<file path="src/rx_pipes_defs.vh">
// Shared constants for the multi-pipe receive and transaction timing block.
// Assumes a 25 MHz system clock; all times are kept in microseconds.
`ifndef RX_PIPES_DEFS_VH
`define RX_PIPES_DEFS_VH

`define PIPE_COUNT        6
`define PIPE_IDX_W        3
`define ADDR_BITS         40
`define PIPE_EN_RESET     6'h03
`define CLK_FREQ_MHZ      5'h19
`define US_TICK_LAST      (`CLK_FREQ_MHZ - 5'h01)
`define SETTLE_TIME_US    12'h082
`define CE_MIN_PULSE_US   12'h00A
`define RETRY_STEP_US     12'h0FA
`define ACK_WAIT_US       12'h0FA
`define PCF_BITS          10'h009
`define PREAMBLE_BYTES    7'h01
`define ADDR_BYTES_BASE   6'h02

`endif

</file>
<file path="src/multipipe_rx_addressing_timing.v">
// Multi-pipe receive address matching and packet transaction sequencing.
// Assumes the demodulator on sys_clk delivers frames as sync, bytes and end.
//
// Operation
// - Six parallel receive pipes on one channel, each with its own decoder.
// - All enabled pipe addresses compared at once; only one pipe accepts.
// - After an address hit, other pipes are blocked until packet end.
// - CRC, address width and rate are shared by all pipes.
// - Auto acknowledge forces CRC on regardless of the CRC enable.
// - Each pipe has an enable bit; pipes 0 and 1 enabled after reset.
// - Each pipe address is held per pipe and is up to five bytes.
// - Pipe 0 has five own bytes; pipes 1 to 5 share upper four.
// - Acknowledge goes to the address of the pipe that took the packet.
// - Every pipe supports acknowledge and retransmit; six transmitters share.
// - Each autonomous sequence ends by asserting the interrupt pin.
// - Time on air is eight times packet bytes plus nine, over rate.
// - Transmit starts 130 us after chip activate and lasts time on air.
// - After transmitting, the transmitter switches to receive for the ack.
// - Transmitter sets data sent flag when the acknowledge arrives.
// - Receiver sets data ready flag after a valid packet is received.
// - No acknowledge is sent for packets flagged as not wanting one.
// - Retransmit delay is programmed in steps of 250 us.
`timescale 1ns/1ps
`include "rx_pipes_defs.vh"
module multipipe_rx_addressing_timing #(
    parameter FIFO_DEPTH = 16,
    parameter FIFO_AW    = 4
) (
    input  wire        sys_clk,
    input  wire        reset,
    input  wire        ce_pin,
    input  wire        primary_receiver,
    input  wire        auto_ack_enable,
    input  wire        crc_enable,
    input  wire        crc_two_bytes,
    input  wire [1:0]  addr_width,
    input  wire        air_rate_2m,
    input  wire [5:0]  payload_len,
    input  wire [3:0]  retransmit_delay,
    input  wire [3:0]  retransmit_limit,
    input  wire        cfg_load,
    input  wire [5:0]  pipe_enable_bits,
    input  wire [39:0] pipe_zero_receive_address,
    input  wire [31:0] pipe_receive_address,
    input  wire [39:0] pipe_low_bytes,
    input  wire [39:0] tx_target_address,
    input  wire        rx_sync,
    input  wire [7:0]  rx_byte,
    input  wire        rx_byte_valid,
    output wire        rx_byte_ready,
    input  wire        rx_pkt_end,
    input  wire        rx_crc_ok,
    input  wire        rx_no_ack,
    output wire        radio_tx_on,
    output wire        radio_rx_on,
    output wire [39:0] air_dest_address,
    output wire        crc_active,
    output wire [7:0]  rd_data,
    output wire [2:0]  rd_pipe,
    output wire        rd_valid,
    input  wire        rd_ready,
    output wire        rx_data_ready_flag,
    output wire        tx_data_sent_flag,
    output wire        max_retry_flag,
    input  wire        clear_rx_rdy,
    input  wire        clear_tx_snt,
    input  wire        clear_max_rt,
    output wire        irq_n,
    output wire [5:0]  pipe_enable_state
);
    localparam [5:0] S_IDLE   = 6'h01;
    localparam [5:0] S_RX     = 6'h02;
    localparam [5:0] S_SETTLE = 6'h04;
    localparam [5:0] S_TX     = 6'h08;
    localparam [5:0] S_WAIT   = 6'h10;
    localparam [5:0] S_BACK   = 6'h20;

    reg  [5:0]  state_q;
    reg  [5:0]  pipe_en_q;
    reg         ce_meta_q;
    reg         ce_sync_q;
    reg         ce_prev_q;
    reg  [4:0]  div_q;
    reg         us_tick_q;
    reg  [11:0] timer_q;
    reg         ack_mode_q;
    reg  [3:0]  retry_cnt_q;
    reg  [39:0] dest_q;
    reg         rx_rdy_q;
    reg         tx_snt_q;
    reg         max_rt_q;
    reg  [39:0] addr_q;
    reg  [5:0]  byte_cnt_q;
    reg  [5:0]  pay_cnt_q;
    reg         in_frame_q;
    reg         addr_chk_q;
    reg         lock_q;
    reg  [2:0]  pipe_q;
    reg  [2:0]  hit_idx;
    reg         any_hit;
    reg  [39:0] width_mask;
    integer     i;

    wire [239:0] own_addr;
    wire [5:0]   pipe_hit;
    wire [5:0]   addr_bytes;
    wire [1:0]   crc_bytes;
    wire [6:0]   data_bytes;
    wire [6:0]   ack_bytes;
    wire [9:0]   data_bits;
    wire [9:0]   ack_bits;
    wire [10:0]  data_half;
    wire [10:0]  ack_half;
    wire [11:0]  toa_data_us;
    wire [11:0]  toa_ack_us;
    wire [15:0]  retry_prod;
    wire         timer_done;
    wire         ce_rise;
    wire         listening;
    wire         pay_phase;
    wire         fifo_in_ready;
    wire         fifo_wr;
    wire         pkt_done;
    wire         pkt_ok;
    wire         ack_good;
    wire         set_rx_rdy;
    wire         set_tx_snt;
    wire         retry_now;
    wire         set_max_rt;
    wire [10:0]  fifo_out;

    // Shared settings: one width, CRC and rate serve every pipe.
    assign crc_active = crc_enable | auto_ack_enable;
    assign addr_bytes = {4'h0, addr_width} + `ADDR_BYTES_BASE;
    assign crc_bytes  = crc_active ? (crc_two_bytes ? 2'h2 : 2'h1) : 2'h0;

    // Packet length in bytes: preamble, address, payload and CRC.
    assign data_bytes = `PREAMBLE_BYTES + {1'b0, addr_bytes}
                        + {1'b0, payload_len} + {5'h00, crc_bytes};
    assign ack_bytes  = `PREAMBLE_BYTES + {1'b0, addr_bytes}
                        + {5'h00, crc_bytes};
    assign data_bits  = {data_bytes, 3'b000} + `PCF_BITS;
    assign ack_bits   = {ack_bytes, 3'b000} + `PCF_BITS;
    assign data_half  = {1'b0, data_bits} + 11'h001;
    assign ack_half   = {1'b0, ack_bits} + 11'h001;
    // At 2 Mbps two bits take one microsecond tick, rounded up.
    assign toa_data_us = air_rate_2m ? {2'h0, data_half[10:1]}
                                     : {2'h0, data_bits};
    assign toa_ack_us  = air_rate_2m ? {2'h0, ack_half[10:1]}
                                     : {2'h0, ack_bits};
    assign retry_prod  = retransmit_delay * `RETRY_STEP_US;

    // Pipe 0 holds five own bytes; pipes 1-5 share the upper four.
    assign own_addr[39:0] = pipe_zero_receive_address;

    genvar g;
    generate
        for (g = 1; g < `PIPE_COUNT; g = g + 1) begin : g_addr
            assign own_addr[40*g +: 40] =
                {pipe_receive_address, pipe_low_bytes[8*g +: 8]};
        end
        for (g = 0; g < `PIPE_COUNT; g = g + 1) begin : g_pipe
            // Each pipe has its own decoder and its own enable.
            pipe_addr_match u_match (
                .enable     (pipe_en_q[g]),
                .width_mask (width_mask),
                .addr_in    (addr_q),
                .own_addr   (own_addr[40*g +: 40]),
                .hit        (pipe_hit[g])
            );
        end
    endgenerate

    always @* begin
        case (addr_width)
            2'h1:    width_mask = 40'h00_00FF_FFFF;
            2'h2:    width_mask = 40'h00_FFFF_FFFF;
            default: width_mask = 40'hFF_FFFF_FFFF;
        endcase
    end

    // All pipes are compared together; the lowest hit is the only taker.
    always @* begin
        hit_idx = 3'h0;
        any_hit = 1'b0;
        for (i = `PIPE_COUNT - 1; i >= 0; i = i - 1) begin
            if (pipe_hit[i]) begin
                hit_idx = i[2:0];
                any_hit = 1'b1;
            end
        end
    end

    assign timer_done = (timer_q == 12'h000);
    assign ce_rise    = ce_sync_q & ~ce_prev_q;
    assign listening  = state_q[1] | state_q[4];
    assign pay_phase  = lock_q & (byte_cnt_q >= addr_bytes)
                        & (pay_cnt_q < payload_len);
    assign rx_byte_ready = ~pay_phase | fifo_in_ready;
    assign fifo_wr    = pay_phase & rx_byte_valid & state_q[1];
    assign pkt_done   = rx_pkt_end & lock_q;
    assign pkt_ok     = rx_crc_ok | ~crc_active;
    assign ack_good   = pkt_ok & (pipe_q == 3'h0);

    assign set_rx_rdy = state_q[1] & pkt_done & pkt_ok;
    assign set_tx_snt = (state_q[3] & timer_done & ~ack_mode_q
                         & ~auto_ack_enable)
                        | (state_q[4] & pkt_done & ack_good);
    assign retry_now  = state_q[4] & ((pkt_done & ~ack_good)
                        | (timer_done & ~lock_q & ~rx_pkt_end));
    assign set_max_rt = retry_now & (retry_cnt_q == retransmit_limit);

    always @(posedge sys_clk) begin
        if (reset) begin
            ce_meta_q <= 1'b0;
            ce_sync_q <= 1'b0;
            ce_prev_q <= 1'b0;
            div_q     <= 5'h00;
            us_tick_q <= 1'b0;
            pipe_en_q <= `PIPE_EN_RESET;
        end else begin
            ce_meta_q <= ce_pin;
            ce_sync_q <= ce_meta_q;
            ce_prev_q <= ce_sync_q;
            us_tick_q <= (div_q == `US_TICK_LAST);
            div_q     <= (div_q == `US_TICK_LAST) ? 5'h00 : div_q + 5'h01;
            if (cfg_load) begin
                pipe_en_q <= pipe_enable_bits;
            end
        end
    end

    // Address assembly and pipe lock, low byte first.
    always @(posedge sys_clk) begin
        if (reset) begin
            addr_q     <= 40'h0;
            byte_cnt_q <= 6'h00;
            pay_cnt_q  <= 6'h00;
            in_frame_q <= 1'b0;
            addr_chk_q <= 1'b0;
            lock_q     <= 1'b0;
            pipe_q     <= 3'h0;
        end else begin
            addr_chk_q <= 1'b0;
            if (~listening | rx_pkt_end) begin
                in_frame_q <= 1'b0;
                lock_q     <= 1'b0;
            end else if (rx_sync & ~lock_q) begin
                // A locked pipe blocks every new frame until its end.
                in_frame_q <= 1'b1;
                byte_cnt_q <= 6'h00;
                pay_cnt_q  <= 6'h00;
                addr_q     <= 40'h0;
            end else if (addr_chk_q) begin
                lock_q     <= any_hit;
                in_frame_q <= any_hit;
                pipe_q     <= hit_idx;
            end else if (in_frame_q & rx_byte_valid & rx_byte_ready) begin
                if (byte_cnt_q < addr_bytes) begin
                    addr_q[8*byte_cnt_q[2:0] +: 8] <= rx_byte;
                    addr_chk_q <= (byte_cnt_q == addr_bytes - 6'h01);
                    byte_cnt_q <= byte_cnt_q + 6'h01;
                end else if (lock_q & (pay_cnt_q < payload_len)) begin
                    pay_cnt_q <= pay_cnt_q + 6'h01;
                end
            end
        end
    end

    always @(posedge sys_clk) begin
        if (reset) begin
            state_q     <= S_IDLE;
            timer_q     <= 12'h000;
            ack_mode_q  <= 1'b0;
            retry_cnt_q <= 4'h0;
            dest_q      <= 40'h0;
            rx_rdy_q    <= 1'b0;
            tx_snt_q    <= 1'b0;
            max_rt_q    <= 1'b0;
        end else begin
            if (us_tick_q & ~timer_done) begin
                timer_q <= timer_q - 12'h001;
            end
            case (state_q)
                S_IDLE: begin
                    if (primary_receiver & ce_sync_q) begin
                        state_q <= S_RX;
                    end else if (~primary_receiver & ce_rise) begin
                        ack_mode_q  <= 1'b0;
                        retry_cnt_q <= 4'h0;
                        dest_q      <= tx_target_address;
                        timer_q     <= `SETTLE_TIME_US;
                        state_q     <= S_SETTLE;
                    end
                end
                S_RX: begin
                    if (pkt_done & pkt_ok & auto_ack_enable
                        & ~rx_no_ack) begin
                        ack_mode_q <= 1'b1;
                        dest_q     <= own_addr[40*pipe_q +: 40];
                        timer_q    <= `SETTLE_TIME_US;
                        state_q    <= S_SETTLE;
                    end else if (~ce_sync_q & ~lock_q) begin
                        state_q <= S_IDLE;
                    end
                end
                S_SETTLE: begin
                    if (timer_done) begin
                        timer_q <= ack_mode_q ? toa_ack_us
                                              : toa_data_us;
                        state_q <= S_TX;
                    end
                end
                S_TX: begin
                    if (timer_done & ack_mode_q) begin
                        state_q <= S_RX;
                    end else if (timer_done & auto_ack_enable) begin
                        timer_q <= `ACK_WAIT_US;
                        state_q <= S_WAIT;
                    end else if (timer_done) begin
                        state_q <= S_IDLE;
                    end
                end
                S_WAIT: begin
                    if (pkt_done & ack_good) begin
                        state_q <= S_IDLE;
                    end else if (set_max_rt) begin
                        state_q <= S_IDLE;
                    end else if (retry_now) begin
                        retry_cnt_q <= retry_cnt_q + 4'h1;
                        timer_q     <= retry_prod[11:0];
                        state_q     <= S_BACK;
                    end
                end
                S_BACK: begin
                    if (timer_done) begin
                        timer_q <= `SETTLE_TIME_US;
                        state_q <= S_SETTLE;
                    end
                end
                default: begin
                    state_q <= S_IDLE;
                end
            endcase
            // A set in the same cycle as a clear wins.
            rx_rdy_q <= set_rx_rdy | (rx_rdy_q & ~clear_rx_rdy);
            tx_snt_q <= set_tx_snt | (tx_snt_q & ~clear_tx_snt);
            max_rt_q <= set_max_rt | (max_rt_q & ~clear_max_rt);
        end
    end

    // Payload bytes are buffered with the accepting pipe number.
    sync_fifo #(
        .WIDTH (11),
        .DEPTH (FIFO_DEPTH),
        .AW    (FIFO_AW)
    ) u_fifo (
        .sys_clk   (sys_clk),
        .reset     (reset),
        .in_valid  (fifo_wr),
        .in_ready  (fifo_in_ready),
        .in_data   ({pipe_q, rx_byte}),
        .out_valid (rd_valid),
        .out_ready (rd_ready),
        .out_data  (fifo_out)
    );

    assign rd_data            = fifo_out[7:0];
    assign rd_pipe            = fifo_out[10:8];
    assign radio_tx_on        = state_q[3];
    assign radio_rx_on        = state_q[1] | state_q[4];
    assign air_dest_address   = dest_q;
    assign rx_data_ready_flag = rx_rdy_q;
    assign tx_data_sent_flag  = tx_snt_q;
    assign max_retry_flag     = max_rt_q;
    assign irq_n              = ~(rx_rdy_q | tx_snt_q | max_rt_q);
    assign pipe_enable_state  = pipe_en_q;
endmodule

</file>
<file path="src/pipe_addr_match.v">
// One pipe's address decoder: compares an assembled address with its own.
// Assumes the caller supplies a byte mask for the shared address width.
`timescale 1ns/1ps
module pipe_addr_match (
    input  wire        enable,
    input  wire [39:0] width_mask,
    input  wire [39:0] addr_in,
    input  wire [39:0] own_addr,
    output wire        hit
);
    assign hit = enable & (((addr_in ^ own_addr) & width_mask) == 40'h0);
endmodule

</file>
<file path="src/sync_fifo.v">
// Synchronous FIFO in flip-flops with valid/ready handshakes on both sides.
// Assumes one clock and a synchronous active-high reset.
`timescale 1ns/1ps
module sync_fifo #(
    parameter WIDTH = 11,
    parameter DEPTH = 16,
    parameter AW    = 4
) (
    input  wire             sys_clk,
    input  wire             reset,
    input  wire             in_valid,
    output wire             in_ready,
    input  wire [WIDTH-1:0] in_data,
    output wire             out_valid,
    input  wire             out_ready,
    output wire [WIDTH-1:0] out_data
);
    reg [WIDTH-1:0] mem_q [0:DEPTH-1];
    reg [AW-1:0]    wr_ptr_q;
    reg [AW-1:0]    rd_ptr_q;
    reg [AW:0]      count_q;
    wire            do_wr;
    wire            do_rd;

    assign in_ready  = (count_q != DEPTH[AW:0]);
    assign out_valid = (count_q != {(AW+1){1'b0}});
    assign out_data  = mem_q[rd_ptr_q];
    assign do_wr     = in_valid & in_ready;
    assign do_rd     = out_valid & out_ready;

    always @(posedge sys_clk) begin
        if (do_wr) begin
            mem_q[wr_ptr_q] <= in_data;
        end
    end

    always @(posedge sys_clk) begin
        if (reset) begin
            wr_ptr_q <= {AW{1'b0}};
            rd_ptr_q <= {AW{1'b0}};
            count_q  <= {(AW+1){1'b0}};
        end else begin
            if (do_wr) begin
                wr_ptr_q <= wr_ptr_q + {{(AW-1){1'b0}}, 1'b1};
            end
            if (do_rd) begin
                rd_ptr_q <= rd_ptr_q + {{(AW-1){1'b0}}, 1'b1};
            end
            if (do_wr & ~do_rd) begin
                count_q <= count_q + {{AW{1'b0}}, 1'b1};
            end else if (do_rd & ~do_wr) begin
                count_q <= count_q - {{AW{1'b0}}, 1'b1};
            end
        end
    end
endmodule
</file>
<file path="config.mk">
export PLATFORM = sky130hd
export DESIGN_NAME = multipipe_rx_addressing_timing
export DESIGN_NICKNAME = d
export VERILOG_FILES = /design/src/multipipe_rx_addressing_timing.v /design/src/pipe_addr_match.v /design/src/sync_fifo.v
export VERILOG_INCLUDE_DIRS = /design/src /design/src/src
export SDC_FILE = /design/constraint.sdc
export NUM_CORES = 1
export LEC_CHECK = 0
export ABC_AREA = 1
export ABC_CLOCK_PERIOD_IN_PS = 7500
export BUFFER_PORTS_ARGS = -buffer_cell sky130_fd_sc_hd__buf_2
export CAP_MARGIN = 20
export CELL_PAD_IN_SITES_DETAIL_PLACEMENT = 1
export CELL_PAD_IN_SITES_GLOBAL_PLACEMENT = 2
export CORE_UTILIZATION = 35
export CTS_CLUSTER_DIAMETER = 200
export DETAILED_ROUTE_END_ITERATION = 16
export PLACE_DENSITY_LB_ADDON = 0.15
export SYNTH_ARGS = -nofsm -noshare
export SYNTH_HDL_FRONTEND = slang
export SYNTH_SLANG_ARGS = --single-unit
</file>
<file path="constraint.sdc">
create_clock -name sys_clk -period 7.5 [get_ports sys_clk]
set_clock_uncertainty 0.1 [all_clocks]
set_input_delay 0.75 -clock sys_clk [delete_from_list [all_inputs] [get_ports sys_clk]]
set_output_delay 0.75 -clock sys_clk [all_outputs]
set_load 0.03 [all_outputs]
</file>
## Word-level counts from Yosys, hierarchy flattened

Memories as Yosys holds them, arrays and structs flattened. A register that Yosys moved wholly into a read port is not among the register bits.
Index checks and enable logic that the tools add are counted.

| storage, ports and cells | value |
|---|---|
| flip-flop bits (word level) | 152 |
| latch bits | 0 |
| bits in writable memories | 176 |
| memory bits (read-only) | 0 |
| input port bits | 200 |
| logic and storage cells | 277 |
| memories | 1 |

Memory list:

| memory | depth | bits a word | read ports | clocked after Yosys merged registers in | wr ports | RTL line | text |
|---|---|---|---|---|---|---|---|
| u_fifo.mem_q | 16 | 11 | 1 | 1 | 1 | sync_fifo.v:18 | `reg [WIDTH-1:0] mem_q [0:DEPTH-1];` |

| cells by class | value |
|---|---|
| add/subtract/negate cells | 20 |
| $mul | 2 |
| div/mod/pow operators | 0 |
| $lt $le $gt $ge | 3 |
| eq/ne operators | 26 |
| shift-type cells | 3 |
| mux-type cells | 79 |
| bitwise gates (word level) | 93 |
| reduce and logical (&&, ||, !) cells | 26 |

Operators by type and width:

| kind | count |
|---|---|
| $mux W40 | 7 |
| $and A40 B40 Y40 | 6 |
| $logic_not A40 Y1 | 6 |
| $shiftx A240 B10 Y40 | 1 |
| $xor A40 B40 Y40 | 6 |
| $pmux W40 S2 | 2 |
| $mux W12 | 11 |
| $mux W6 | 21 |
| $pmux W12 S6 | 1 |
| $and A1 B1 Y1 | 46 |
| $bwmux W40 | 1 |
| $shift A8 B34 Y40 const A | 1 |
| $shiftx A8 B34 Y40 | 1 |
| $pmux W6 S6 | 1 |
| $neg A6 Y34 | 1 |
| $mux W4 | 7 |
| $not A1 Y1 | 23 |
| $mux W10 | 2 |
| $mux W3 | 6 |
| $ne A2 B2 Y1 const B | 9 |
| $reduce_bool A2 Y1 | 7 |
| $mux W1 | 13 |
| $add A4 B1 Y4 const B | 3 |
| $add A6 B1 Y6 const B | 2 |
| 49 further kinds | 68 |

## Logic depth before layout (Yosys ltp)

| logic depth | value |
|---|---|
| depth after elaboration | 13 |
| gate-level depth with buffers | 22 |

## Modules after synthesis

Synthesis repeated with hierarchy kept, for this count alone.

| unflattened totals | value |
|---|---|
| cells, all modules | 3548 |
| area, all modules | 22871.9 sq um |

By module, submodules not included:

| module | times used | cells each | area an instance (sq um) | seq. area each (sq um) |
|---|---|---|---|---|
| multipipe_rx_addressing_timing | 1 | 1421 | 9213.8 | 2782.7 |
| sync_fifo | 1 | 849 | 8470.6 | 5625.4 |
| pipe_addr_match | 6 | 213 | 864.6 | 0.0 |

## Worst setup path after synthesis

No wires, ideal clock.

| timing path | value |
|---|---|
| path type | input -> register |
| start point | input port addr_width[0] |
| end point | register timer_q[6] |
| library setup time | 128 ps |
| data arrival time | 3133 ps |
| data required time | 7272 ps |
| setup slack | 4139 ps |
| cell stages on the path | 15 |
| buffers on the path | 1 |
| cell sequence | inv_1 > ha_1 > inv_2 > buf_2 > ha_1 > ha_1 > fa_1 > nand3_1 > xor2_1 > a21boi_0 > a21oi_1 > nand2_1 > nor2_1 > nor2_1 > nor2_1 |

| on the way | value |
|---|---|
| word-level cells in the longest chain between the ends | 10 |
| elaborated cells on any way between the ends | 14 |

RTL lines:

| element | RTL line | text |
|---|---|---|
| from (decl) | multipipe_rx_addressing_timing.v:36 | `input wire [1:0] addr_width,` |
| $add A2 B2 Y3 (no source line) * | - |  |
| $add A1 B3 Y4 (no source line) * | - |  |
| $add A7 B6 Y7 (no source line) | - |  |
| $add A7 B2 Y7 (no source line) | - |  |
| $add A10 B4 Y10 (no source line) | - |  |
| $add A10 B1 Y11 | multipipe_rx_addressing_timing.v:144 | `assign data_half = {1'b0, data_bits} + 11'h001;` |
| $mux W10 | multipipe_rx_addressing_timing.v:147 | `assign toa_data_us = air_rate_2m ? {2'h0, data_half[10:1]}` |
| $mux W10 * | multipipe_rx_addressing_timing.v:309 | `timer_q <= ack_mode_q ? toa_ack_us` |
| $mux W12 * | multipipe_rx_addressing_timing.v:308 | `if (timer_done) begin` |
| $pmux W12 S6 * | multipipe_rx_addressing_timing.v:284 | `case (state_q)` |
| to (signal assigned) | multipipe_rx_addressing_timing.v:282 | `timer_q <= timer_q - 12'h001;` |
| to (signal assigned) | multipipe_rx_addressing_timing.v:292 | `` timer_q <= `SETTLE_TIME_US; `` |
| to (signal assigned) | multipipe_rx_addressing_timing.v:309 |  |
| to (decl) | multipipe_rx_addressing_timing.v:85 | `reg [11:0] timer_q;` |

Every way passes the cells marked *; elsewhere a longest branch is shown, timed or not.
A chain may end at the register's enable or synchronous reset.

==> results by group <==
Run status
  – Status: completed

Floorplanning
  – Die height: 235 um
  – Initial Utilization: 35.8%
  – Site Rows: 84
  – Core Region: 53,100 sq um
  – Chip width: 235 um
  – Die area: 55,200 sq um
  – IO Pins: 266

Run
  – Max_cap viols: 0

Cells and area
  – Total Nets Final: 2,823
  – Most frequent cells in the layout: nand2_1, buf_2, inv_1
  – Commonest non-fill, non-tap cell in the layout: nand2_1
  – Filler Cell Count: 6,465
  – Area growth syn-to-layout: 16.8%
  – Multi-input gate area: 9070 sq um
  – FF/Latch Area: 8410 sq um
  – Share of cells above drive strength 1: 16.5%

Hold path
  – Type of the worst min-delay path: input port to flip-flop
  – Hold Crit Start: ce_pin

Timing
  – Final hold viol count: 0
  – Final setup vio count: 0
  – Tcrit/Tclk final: 54.9%
  – Crit path time final: 4.12 ns
  – Slew margin rel.: 30.3%
  – Setup_tns: 0 ns
  – Hold_ws: 0.288 ns
  – Max Fclk: 243 MHz
  – Max Slew Vio Count: 0
  – RSZ-0062 raised after global routing: no
  – Least-Margin Pin Slew: 1.04 ns

Global routing
  – Vias in the first global route: 17,500
  – Largest net degree at the start of global routing: 82
  – Initial antenna violation count: 7
  – First-pass GRT wire length: 98,100 um
  – Gr ovfl total: 0
  – Global-route usage over all layers: 22.4%

Drt
  – WL per Instance: 19.2 um
  – Vias: 16,900
  – DRC: 0
  – Via density: 5.16
  – Post-Route WL: 62,800 um
  – DRT Pass-1 Iters: 5
  – First-iteration detailed-routing DRC count: 771
  – Post-route ant nets: 0

Critical path
  – Crit path DAT: 3.27 ns
  – WP buf/inv: 2
  – Setup crit end kind: output pin
  – RR Startpoint: byte_cnt_q[0]
  – CP cell instances: buf_4 -> a21oi_1 -> o21ai_0 -> o21ai_0 -> o211ai_1 -> nand2_1 -> buf_2
  – Setup CP Type: flip-flop to output pin
  – Slowest-stage cell, CP: buf_4
  – CP delay by family, top: buffers and inverters
  – Crit-path max cell delay: 0.82 ns
  – Crit path launch type: flip-flop
  – Most numerous cell on the critical path: o21ai_0
  – Worst-path fanout max: 78
  – Crit path required time: 6.65 ns

Logic synthesis
  – Warning count from the yosys run: 0
  – Synth Register Bits: 332
  – Ys async rst share: 0%
  – Synthesized area: 19,000 sq um
  – Number of flops mapped to enable cells by yosys: 176
  – Syn_area_per_cell: 8.16 sq um
  – Mapped Nets: 2,591
  – Seq/Total Area, Yosys: 44.3%
  – Commonest register cell after synthesis: edfxtp_1
  – Number of distinct library cells after synthesis: 64
  – Cell count after synthesis: 2,327

Clock tree
  – H-tree depth: 2
  – Maximum clock insertion buffer count: 3
  – Clock sinks: 332
  – # hold bufs at CTS: 0
  – CTS tree: done
  – Setup bufs post-CTS: 0
  – Clock root cell: clkbuf_16
  – Clock Pin Slew Worst Setup and Hold Paths: 0.06 ns
  – Post-CTS sizing: 0
  – Clock Latency Late Sink: 0.59 ns
  – CTS buffer count: 40

Pwr
  – Peak supply drop: 169 uV
  – P per Cell Area: 244 nW/um^2
  – Leak: 0.00932 uW

Place
  – Post-DP HPWL: 46,800 um
  – Gp weighted congestion: 0.875
  – # port buffers: 257
-- worst reg2reg max path, stage by stage, from the launching register on --
cell and delay (ns):
dfxtp_1 0.56, inv_2 0.21, ha_1 0.24, o21bai_1 0.22
a21oi_4 0.11, nand2_2 0.09, nand2_1 0.07, nor2_2 0.31
ha_1 0.27, inv_1 0.11, fa_1 0.43, a21o_1 0.18
a21oi_1 0.16, nor2_1 0.06, nor2_1 0.08, nand2_1 0.07
o21ai_0 0.15, a21oi_1 0.06
-- metrics by stage --
step	total power (uW)	util [%]	instance area [sq um]	cells	setup slack [ns]
after detailed placement	3600	39.2	20800	3196	3.49
after floorplan	3150	-	19000	2327	4.14
after global placement	3560	39.2	20800	3195	3.53
after CTS	5500	41.6	22100	3267	3.34
final	5420	41.8	22200	3278	3.38
after global routing	5730	41.8	22200	3278	3.15
-- Yosys cell counts, types with 3 or more instances --
cell | instances | area (sq um)
a211oi_1 | 3 | 22.5
a21oi_1 | 202 | 1010
a221o_1 | 31 | 310
a31oi_1 | 12 | 75.1
buf_1 | 10 | 37.5
buf_2 | 21 | 105
buf_4 | 9 | 67.6
buf_6 | 6 | 67.6
clkbuf_1 | 46 | 173
clkinv_1 | 5 | 18.8
dfxtp_1 | 156 | 3120
edfxtp_1 | 176 | 5290
fa_1 | 9 | 180
ha_1 | 55 | 688
inv_1 | 253 | 950
inv_2 | 16 | 60.1
mux2i_1 | 44 | 440
nand2_1 | 432 | 1620
nand2_2 | 10 | 62.6
nand2_4 | 5 | 56.3
nand3_1 | 153 | 766
nand3_2 | 5 | 50.1
nand3b_1 | 6 | 45.0
nand4_1 | 33 | 206
nor2_1 | 214 | 803
nor2_2 | 12 | 75.1
nor2_4 | 5 | 56.3
nor3_1 | 13 | 65.1
nor3b_1 | 3 | 22.5
nor4_1 | 9 | 56.3
o211ai_1 | 53 | 398
o21a_1 | 5 | 37.5
o21ai_0 | 169 | 846
o21ai_1 | 8 | 40.0
o21bai_1 | 7 | 52.6
o221ai_1 | 5 | 43.8
o22ai_1 | 9 | 56.3
or2_2 | 15 | 93.8
xnor2_1 | 41 | 359
xor2_1 | 31 | 272
-- routing by layer --
layer / routed length [um] / track usage [%] / vias up
met5: 71 / 0 / -
li1: - / - / 8364
met2: 30200 / 38.4 / 292
met1: 28700 / 29.2 / 8159
met3: 2660 / 3.95 / 74
met4: 1200 / 5.50 / 10
-- layout make-up --
cell class | instances | area share (%)
clock inverter | 20 | 0.881
sequential | 332 | 38.0
timing repair buffer | 285 | 6.84
inverter | 275 | 4.67
tap | 688 | 3.88
antenna | 2 | 0.0226
clock buffer | 51 | 4.84
multi-input combinational | 1625 | 40.9
-- worst paths after layout --
path,end,slack (ns),depth (start not counted)
hold / removal,ce_meta_q,0.29,3
setup reg to reg,u_fifo.count_q[4],3.96,17
hold reg to reg,ce_sync_q,0.31,2
setup / recovery,rd_data[1],3.38,7
-- kinds of logic after synthesis --
family	count (synthesis)	share of synthesized area, %
buffers and inverters	370	7.95
adder cells (fa/ha/maj)	64	4.57
flip-flops	332	44.3
XOR/XNOR	72	3.32
multiplexers	44	2.32
AO/OA/AOI/OAI	516	15.9
AND/OR/NAND/NOR	929	21.7
-- registers in the layout, summed over array words and instances, names as in the netlist, 3 cells and up, named ones only --
| name | count |
|---|---|
| u_fifo.wr_ptr_q | 4 |
| u_fifo.count_q | 5 |
| pipe_enable_state | 6 |
| air_dest_address | 40 |
| retry_cnt_q | 4 |
| u_fifo.mem_q | 176 |
| state_q | 6 |
| timer_q | 12 |
| byte_cnt_q | 6 |
| u_fifo.rd_ptr_q | 4 |
| pay_cnt_q | 6 |
| pipe_q | 3 |
| div_q | 5 |
| addr_q | 40 |
-- report_power, final --
group	total, uW	switching [uW]	internal [uW]
sequential	2060	90.3	1970
clock	1870	813	1060
combinational	1490	992	494
total	5420	1890	3520
Power figures use the tool's default switching activity.
